File: src/design/rjc_pkg.sv
// package: register map, field layout and reset values of the ramp jerk and clock bank
package rjc_pkg;

    // register port and field widths, jerk count
    localparam int ADDR_W = 7;
    localparam int DATA_W = 32;
    localparam int JERK_W = 24;
    localparam int HZ_W = 25;
    localparam int NUM_JERK = 4;
    localparam int STAT_W = 6;

    // register offsets, used directly as word addresses on the register port
    localparam logic [ADDR_W-1:0] ADDR_ACCEL_START = 7'h2D;
    localparam logic [ADDR_W-1:0] ADDR_ACCEL_END = 7'h2E;
    localparam logic [ADDR_W-1:0] ADDR_DECEL_START = 7'h2F;
    localparam logic [ADDR_W-1:0] ADDR_DECEL_END = 7'h30;
    localparam logic [ADDR_W-1:0] ADDR_CLOCK_HZ = 7'h31;
    localparam logic [ADDR_W-1:0] ADDR_STATUS = 7'h7E;

    // jerk register offsets by jerk index
    localparam logic [ADDR_W-1:0] ADDR_JERK [NUM_JERK] = '{
        ADDR_ACCEL_START, ADDR_ACCEL_END, ADDR_DECEL_START, ADDR_DECEL_END};

    // reset values
    localparam logic [JERK_W-1:0] JERK_RESET = 24'h000000;
    localparam logic [HZ_W-1:0] HZ_RESET = 25'h0F42400;

    // supported band of the clock frequency value, in hertz
    localparam logic [HZ_W-1:0] HZ_MIN = 25'h0401640;
    localparam logic [HZ_W-1:0] HZ_MAX = 25'h1C9C380;

    // least jerk in frequency mode, in pulses per second cubed
    localparam logic [JERK_W-1:0] JERK_FREQ_MIN = 24'h000001;

    // status register field positions
    localparam int STAT_DIRECT_BIT = 0;
    localparam int STAT_HZ_OK_BIT = 1;
    localparam int STAT_LOW_LSB = 2;

    // jerk index, in ramp order
    typedef enum logic [1:0] {
        JERK_ACCEL_START = 2'h0,
        JERK_ACCEL_END = 2'h1,
        JERK_DECEL_START = 2'h2,
        JERK_DECEL_END = 2'h3
    } rjc_jerk_idx_e;

    // the four jerk values handed to the ramp generator
    typedef struct packed {
        logic [JERK_W-1:0] decel_end;
        logic [JERK_W-1:0] decel_start;
        logic [JERK_W-1:0] accel_end;
        logic [JERK_W-1:0] accel_start;
    } rjc_jerk_set_s;

endpackage : rjc_pkg

File: src/design/rjc_jerk_clock_regs.sv
// ramp jerk and clock frequency parameter bank with its register port
//
// Summary of operation
// - the bank keeps an unsigned 24-bit jerk that shapes the first bow of the acceleration phase.
// - the bank keeps an unsigned 24-bit jerk that shapes the second bow, ending the acceleration phase.
// - the bank keeps an unsigned 24-bit jerk that shapes the first bow of the deceleration phase.
// - the bank keeps an unsigned 24-bit jerk that shapes the second bow, ending the deceleration phase.
// - in frequency mode each jerk is a whole number of pulses per second cubed from 1 to 16 M.
// - in direct mode each jerk is the change of acceleration per clock cycle, value over two to the 53.
// - in direct mode the jerk in pulses per second cubed is value over two to the 53 times clock cubed.
// - the bank holds the frequency of the external clock in hertz to relate both units.
`timescale 1ns/1ps

module rjc_jerk_clock_regs (
    input wire logic clk,
    input wire logic reset,
    // register port
    input wire logic [rjc_pkg::ADDR_W-1:0] reg_addr,
    input wire logic [rjc_pkg::DATA_W-1:0] reg_wdata,
    input wire logic reg_wr,
    input wire logic reg_rd,
    output logic [rjc_pkg::DATA_W-1:0] reg_rdata,
    // global unit selection, high for direct units
    input wire logic direct_mode,
    // values for the ramp generator
    output rjc_pkg::rjc_jerk_set_s jerk_set,
    output logic [rjc_pkg::HZ_W-1:0] clock_hertz,
    output logic jerk_direct,
    output logic [rjc_pkg::NUM_JERK-1:0] jerk_updated,
    output logic clock_hz_valid
);

    // address decode

    logic [rjc_pkg::NUM_JERK-1:0] hit_jerk;
    logic hit_hz;
    logic hit_status;
    logic hit_any;
    logic [rjc_pkg::NUM_JERK-1:0] wr_jerk;
    logic wr_hz;

    // one compare per jerk register
    genvar gi;
    generate
        for (gi = 0; gi < rjc_pkg::NUM_JERK; gi = gi + 1) begin : g_hit
            assign hit_jerk[gi] = (reg_addr == rjc_pkg::ADDR_JERK[gi]);
            assign wr_jerk[gi] = reg_wr & hit_jerk[gi];
        end
    endgenerate

    // clock frequency and status decode
    assign hit_hz = (reg_addr == rjc_pkg::ADDR_CLOCK_HZ);
    assign hit_status = (reg_addr == rjc_pkg::ADDR_STATUS);
    assign hit_any = (|hit_jerk) | hit_hz | hit_status;
    assign wr_hz = reg_wr & hit_hz; // status is read only, writes to it are dropped

    // parameter storage

    logic [rjc_pkg::JERK_W-1:0] jerk_q [rjc_pkg::NUM_JERK];
    logic [rjc_pkg::HZ_W-1:0] hz_q;

    // four jerk fields, one per bow, in ramp order
    generate
        for (gi = 0; gi < rjc_pkg::NUM_JERK; gi = gi + 1) begin : g_jerk
            rjc_param_reg #(
                .WIDTH(rjc_pkg::JERK_W),
                .RESET_VAL(rjc_pkg::JERK_RESET)
            ) u_jerk (
                .clk(clk),
                .reset(reset),
                .wr_en(wr_jerk[gi]),
                .wr_data(reg_wdata[rjc_pkg::JERK_W-1:0]), // unsigned, upper byte ignored
                .value(jerk_q[gi])
            );
        end
    endgenerate

    // clock frequency in hertz, wakes up at 16 MHz
    rjc_param_reg #(
        .WIDTH(rjc_pkg::HZ_W),
        .RESET_VAL(rjc_pkg::HZ_RESET)
    ) u_clock_hz (
        .clk(clk),
        .reset(reset),
        .wr_en(wr_hz),
        .wr_data(reg_wdata[rjc_pkg::HZ_W-1:0]),
        .value(hz_q)
    );

    // unit selection and sanity checks

    logic direct_ff;
    logic nxt_direct;
    logic hz_ok;
    logic hz_ok_ff;
    logic [rjc_pkg::NUM_JERK-1:0] jerk_low;
    logic [rjc_pkg::NUM_JERK-1:0] jerk_low_ff;

    // one global setting steers all four jerks at once; same clock, no synchroniser
    assign nxt_direct = direct_mode;

    // the value is trusted as given; out-of-band values are only flagged
    assign hz_ok = (hz_q >= rjc_pkg::HZ_MIN) && (hz_q <= rjc_pkg::HZ_MAX);

    // in frequency units a zero jerk lies below the least of one pulse per second cubed;
    // in direct units zero is a legal, if useless, increment per cycle
    generate
        for (gi = 0; gi < rjc_pkg::NUM_JERK; gi = gi + 1) begin : g_low
            assign jerk_low[gi] = ~direct_ff & (jerk_q[gi] < rjc_pkg::JERK_FREQ_MIN);
        end
    endgenerate

    // mode and check flags
    always_ff @(posedge clk or posedge reset) begin
        if (reset) begin
            direct_ff <= 1'b0;
            hz_ok_ff <= 1'b1;
            jerk_low_ff <= '0;
        end else begin
            direct_ff <= nxt_direct;
            hz_ok_ff <= hz_ok;
            jerk_low_ff <= jerk_low;
        end
    end

    // values for the ramp generator

    rjc_pkg::rjc_jerk_set_s jerk_set_ff;
    rjc_pkg::rjc_jerk_set_s nxt_jerk_set;
    logic [rjc_pkg::HZ_W-1:0] hz_out_ff;
    logic [rjc_pkg::NUM_JERK-1:0] updated_ff;
    logic [rjc_pkg::NUM_JERK-1:0] wr_seen_ff;

    // the raw 24-bit fields pass unchanged in either unit: in direct units the ramp adds
    // value / 2^53 to its acceleration each cycle, so the field is already the per-cycle
    // increment, and in pulses per second cubed it equals that times the clock cubed
    assign nxt_jerk_set.accel_start = jerk_q[rjc_pkg::JERK_ACCEL_START];
    assign nxt_jerk_set.accel_end = jerk_q[rjc_pkg::JERK_ACCEL_END];
    assign nxt_jerk_set.decel_start = jerk_q[rjc_pkg::JERK_DECEL_START];
    assign nxt_jerk_set.decel_end = jerk_q[rjc_pkg::JERK_DECEL_END];

    // output copies so every port leaves from a flip-flop; the ramp sees a write one cycle late
    always_ff @(posedge clk or posedge reset) begin
        if (reset) begin
            jerk_set_ff <= '{default: rjc_pkg::JERK_RESET};
            hz_out_ff <= rjc_pkg::HZ_RESET;
            wr_seen_ff <= '0;
            updated_ff <= '0;
        end else begin
            jerk_set_ff <= nxt_jerk_set;
            hz_out_ff <= hz_q;
            wr_seen_ff <= wr_jerk; // write taken, jerk_set still shows the old value
            updated_ff <= wr_seen_ff; // pulses in the cycle the new value appears
        end
    end

    // read path

    logic [rjc_pkg::DATA_W-1:0] rd_chain [rjc_pkg::NUM_JERK+1];
    logic [rjc_pkg::DATA_W-1:0] status_word;
    logic [rjc_pkg::DATA_W-1:0] hz_word;
    logic [rjc_pkg::DATA_W-1:0] rd_word;
    logic [rjc_pkg::DATA_W-1:0] nxt_rdata;
    logic [rjc_pkg::DATA_W-1:0] rdata_ff;

    // jerk words: 24 bits in the low lanes, upper bits read as zero
    assign rd_chain[0] = '0;
    generate
        for (gi = 0; gi < rjc_pkg::NUM_JERK; gi = gi + 1) begin : g_rd
            assign rd_chain[gi+1] = rd_chain[gi] |
                (hit_jerk[gi] ? {8'h00, jerk_q[gi]} : 32'h00000000);
        end
    endgenerate

    // clock frequency word, 25 bits wide
    assign hz_word = {7'h00, hz_q};

    // status: unit in use, clock value within band, jerks below the frequency minimum
    assign status_word[rjc_pkg::STAT_DIRECT_BIT] = direct_ff;
    assign status_word[rjc_pkg::STAT_HZ_OK_BIT] = hz_ok_ff;
    assign status_word[rjc_pkg::STAT_LOW_LSB +: rjc_pkg::NUM_JERK] = jerk_low_ff;
    assign status_word[rjc_pkg::DATA_W-1:rjc_pkg::STAT_W] = '0; // upper bits read as zero

    // select the addressed word, zero for an unmapped address
    assign rd_word = rd_chain[rjc_pkg::NUM_JERK] |
        (hit_hz ? hz_word : 32'h00000000) |
        (hit_status ? status_word : 32'h00000000);

    // data stand only in the cycle after the read strobe
    assign nxt_rdata = (reg_rd & hit_any) ? rd_word : 32'h00000000;

    // read data register
    always_ff @(posedge clk or posedge reset) begin
        if (reset) begin
            rdata_ff <= 32'h00000000;
        end else begin
            rdata_ff <= nxt_rdata;
        end
    end

    // outputs

    assign reg_rdata = rdata_ff;
    assign jerk_set = jerk_set_ff;
    assign clock_hertz = hz_out_ff;
    assign jerk_direct = direct_ff;
    assign jerk_updated = updated_ff;
    assign clock_hz_valid = hz_ok_ff;

endmodule : rjc_jerk_clock_regs

File: src/design/rjc_param_reg.sv
// one software-writable parameter field with a reset value
`timescale 1ns/1ps

module rjc_param_reg #(
    parameter int WIDTH = 24,
    parameter logic [WIDTH-1:0] RESET_VAL = '0
) (
    input wire logic clk,
    input wire logic reset,
    input wire logic wr_en,
    input wire logic [WIDTH-1:0] wr_data,
    output logic [WIDTH-1:0] value
);

    logic [WIDTH-1:0] value_ff;
    logic [WIDTH-1:0] nxt_value;

    // a write replaces the whole field, otherwise it holds
    assign nxt_value = wr_en ? wr_data : value_ff;

    // field storage
    always_ff @(posedge clk or posedge reset) begin
        if (reset) begin
            value_ff <= RESET_VAL;
        end else begin
            value_ff <= nxt_value;
        end
    end

    assign value = value_ff;

endmodule : rjc_param_reg

File: config.mk
export PLATFORM = sky130hd
export DESIGN_NAME = rjc_jerk_clock_regs
export DESIGN_NICKNAME = d
export VERILOG_FILES = /design/src/design/rjc_pkg.sv /design/src/design/rjc_jerk_clock_regs.sv /design/src/design/rjc_param_reg.sv
export SDC_FILE = /design/constraint.sdc
export NUM_CORES = 1
export LEC_CHECK = 0
export ABC_AREA = 0
export BUFFER_PORTS_ARGS = -buffer_cell sky130_fd_sc_hd__clkbuf_2
export CELL_PAD_IN_SITES_DETAIL_PLACEMENT = 1
export CELL_PAD_IN_SITES_GLOBAL_PLACEMENT = 2
export CORE_AREA = 2 2 138 207
export CTS_BUF_LIST = sky130_fd_sc_hd__clkbuf_4
export CTS_CLUSTER_DIAMETER = 80
export CTS_CLUSTER_SIZE = 8
export DETAILED_ROUTE_END_ITERATION = 10
export DIE_AREA = 0 0 140 209
export MAX_ROUTING_LAYER = met4
export PLACE_DENSITY_LB_ADDON = 0.1
export SKIP_CTS_REPAIR_TIMING = 1
export SLEW_MARGIN = 20
export SYNTH_ARGS = -nofsm -noshare
export SYNTH_HDL_FRONTEND = slang
export SYNTH_HIERARCHICAL = 1
export SYNTH_SLANG_ARGS = --single-unit
File: constraint.sdc
create_clock -name clk -period 7.4 [get_ports clk]
set_clock_uncertainty 0.05 [all_clocks]
set_input_delay 1.85 -clock clk [delete_from_list [all_inputs] [get_ports clk]]
set_output_delay 1.85 -clock clk [all_outputs]
set_load 0.01 [all_outputs]
==> impl_metrics.py <==
metrics = {
    "drt": {
        "ant_nets": 0,
        "viasPerCell": 5.16,
        "drc": 12,
        "drtIter0Drc": 287,
        "wl_per_cell_um": 25.2,
        "drt-total-wl_mm": 31.6,
        "vias": 6462,
        "dr.pass1.iters": 10,
    },
    "hold_path": {
        "min_path_cells": 0,
        "min_path_type": "reg2reg",
    },
    "synthesis": {
        "synth_area_per_cell_um2": 16.3,
        "synthSimpleGateAreaFrac_pct": 5.47,
        "synth-xor-area-share_pct": 0,
        "synth_top_family_by_area": "multiplexers",
        "ys_seq_area_share_pct": 65.2,
        "synthCells": 662,
        "yosys_warnings": 6,
        "syn-cell-area_um2": 10800,
        "synthAdderAreaFrac_pct": 0,
        "synth_compound_area_share_pct": 4.67,
        "synthMuxAreaShare_pct": 20.2,
        "synth.ff_latch_count": 281,
        "synth.distinct_cells": 44,
    },
    "timing": {
        "fin_setup_tns_ps": 0,
        "finalSetupViolCount": 0,
        "min_period_over_period_pct": 58.7,
        "period_needed_ps": 4340,
        "fin_hold_ws_ps": 322,
        "tightestPinTransition_ps": 1170,
        "finalMaxSlewViolations": 0,
        "max_freq_mhz": 230,
        "relSlewSlack_pct": 21.9,
        "rsz0062_at_grt": "no",
        "hold_viol_final": 0,
    },
    "critical_path": {
        "critPathArrivalTime_ps": 4850,
        "cp.depth": 6,
        "ff2ff_setup_slack_ps": 5530,
        "crit_type": "in2reg",
        "cp.required_ps": 7910,
        "crit_buf_inv": 2,
        "r2r_cells": 4,
        "cp_max_fo": 21,
        "worstPathCellList": "clkbuf_2, or3b_4, nor3_2, and2_1, buf_4, mux2_4",
        "cp_slowest_stage_delay_ps": 940,
        "start_kind": "input port",
        "path_delay_family": "simple AND/OR/NAND/NOR gates",
        "slowest_stage": "and2_1",
        "cp-end-kind": "flip-flop",
    },
    "finish": {
        "post-route-util_pct": 45.1,
        "fin_nets": 918,
        "drive_above_1_share_pct": 49.6,
        "n_fill_cell": 2858,
        "multi_input_area_um2": 3330,
        "syn_to_final_growth_pct": 15.4,
        "instances_no_fill": 1253,
        "final_cell_mix": "dfrtp_1, clkbuf_2, mux2_4",
        "final_common_cell": "dfrtp_1",
        "seq_area_um2": 7050,
    },
    "die": {
        "dieArea_um2": 29300,
        "pin_count": 203,
        "fp-row-count": 75,
        "die_h_um": 209,
        "initial_core_util_pct": 39.1,
        "dieWidth_um": 140,
        "coreArea_um2": 27700,
    },
    "global_route": {
        "grt_use_total_pct": 22.8,
        "grt_max_degree": 106,
        "grt_pass1_wl_mm": 47.9,
        "overflow": 0,
        "grt_pass1_vias": 7264,
        "antenna_found_initial": 1,
    },
    "outcome": {
        "status": "finished, violations left",
        "violations": "DRC",
    },
    "clock_network": {
        "clk_path_buf_depth": 3,
        "cts_tree": "done",
        "root_buffer": "clkbuf_4",
        "clkTransAtPathRegs_ps": 100,
        "clkLatencyLatePin_ps": 700,
        "clock-sinks": 281,
        "cts_made_buffers": 41,
        "cts_max_level": 2,
    },
    "placed_design": {
        "dp.cells": 1176,
        "place_hpwl_mm": 21.8,
        "numPortBuffers": 188,
        "gp_congestion": 0.813,
    },
    "power_and_ir_drop": {
        "power_density_nw_per_um2": 246,
        "vdd_drop_max_mv": 0.126,
        "cellLeakagePower_nw": 6.29,
    },
    "flow_run": {
        "max-cap-violations": 0,
    },
}
==> report_power, final <==
part	internal, mW	switching (mW)
Combinational	0.153	0.181
Sequential	1.65	0.101
Clock	0.441	0.539
Total	2.25	0.821
==> state kept, by name, summed over array words and instances (netlist names) <==
name,count
u_clock_hz/value,25
reg_rdata,25
jerk_low_ff,4
jerk_set,96
jerk_updated,4
clock_hertz,25
clock_hz_valid,1
jerk_direct,1
g_jerk.u_jerk/value,96
wr_seen_ff,4
==> synth_stat cells, drive strengths merged <==
master   number  area (um^2)
a22oi        25          188
and3b         2         17.5
dfrtp       266         6660
o22a         18          158
nand3b        1         7.51
nor3          9         50.1
mux2i        18          180
or3b          1         11.3
nand4         5         31.3
and4b         1         10.0
a21oi         1         5.00
clkbuf        3         11.3
a41oi         1         8.76
a211oi        2         15.0
inv           6         22.5
a31oi         6         37.5
nor4b         1         15.0
nor4         22          138
nor2b         1         8.76
a22o          6         52.6
or2           2         12.5
nand4b        3         26.3
nor2         31          116
and3          2         12.5
nor4bb        1         10.0
nor3b         2         15.0
conb          1         3.75
o2111ai       1         8.76
and2          2         12.5
o21ai         2         21.3
buf          37          439
dfstp        15          394
nand3         8         40.0
and4          1         8.76
a2111o        1         11.3
nand2        13         48.8
mux2        145         2010
==> cell families after synthesis <==
kind of cell | Yosys count
mux | 163
other cells | 1
buf+inv | 46
simple gates | 108
flops | 281
compound gates | 63
==> worst reg2reg max path: stages (launching register included) <==
cell and delay [ps]:
dfrtp_1 480, nor4_1 510, a211oi_1 170, a2111o_1 410, a22oi_1 190
==> through the flow <==
step,area [um^2],worst slack (ps),total power [mW]
after floorplan,10800,1190,1.94
after global placement,11900,2350,2.12
after detailed placement,11900,2340,2.12
after CTS,12400,3080,3.12
after global routing,12500,3010,3.22
final,12500,3060,3.07
==> layout make-up <==
class	count	area share, %
timing repair buffer	203	8.60
multi-input combinational	341	26.7
inverter	6	0.221
antenna	1	0.0201
clock inverter	2	0.100
sequential	281	56.5
tap	346	3.47
clock buffer	73	4.39
==> per-layer routing <==
| metal | track usage (%) | share of wire, % |
|---|---|---|
| met5 | - | 0 |
| met4 | 7.66 | 2.8 |
| met2 | 40.4 | 54 |
| met1 | 26.5 | 39 |
| met3 | 3.44 | 4.0 |
==> final timing paths <==
kind,end,start
max reg2reg,clock_hz_valid,u_clock_hz/value[12]
max in group asynchronous,clock_hertz[6],reset
min reg2reg,jerk_updated[2],wr_seen_ff[2]
min,jerk_updated[2],wr_seen_ff[2]
min in group asynchronous,g_jerk[0].u_jerk/value[4],reset
max,g_jerk[1].u_jerk/value[20],reg_addr[6]
(Power assumes the default switching activity.)
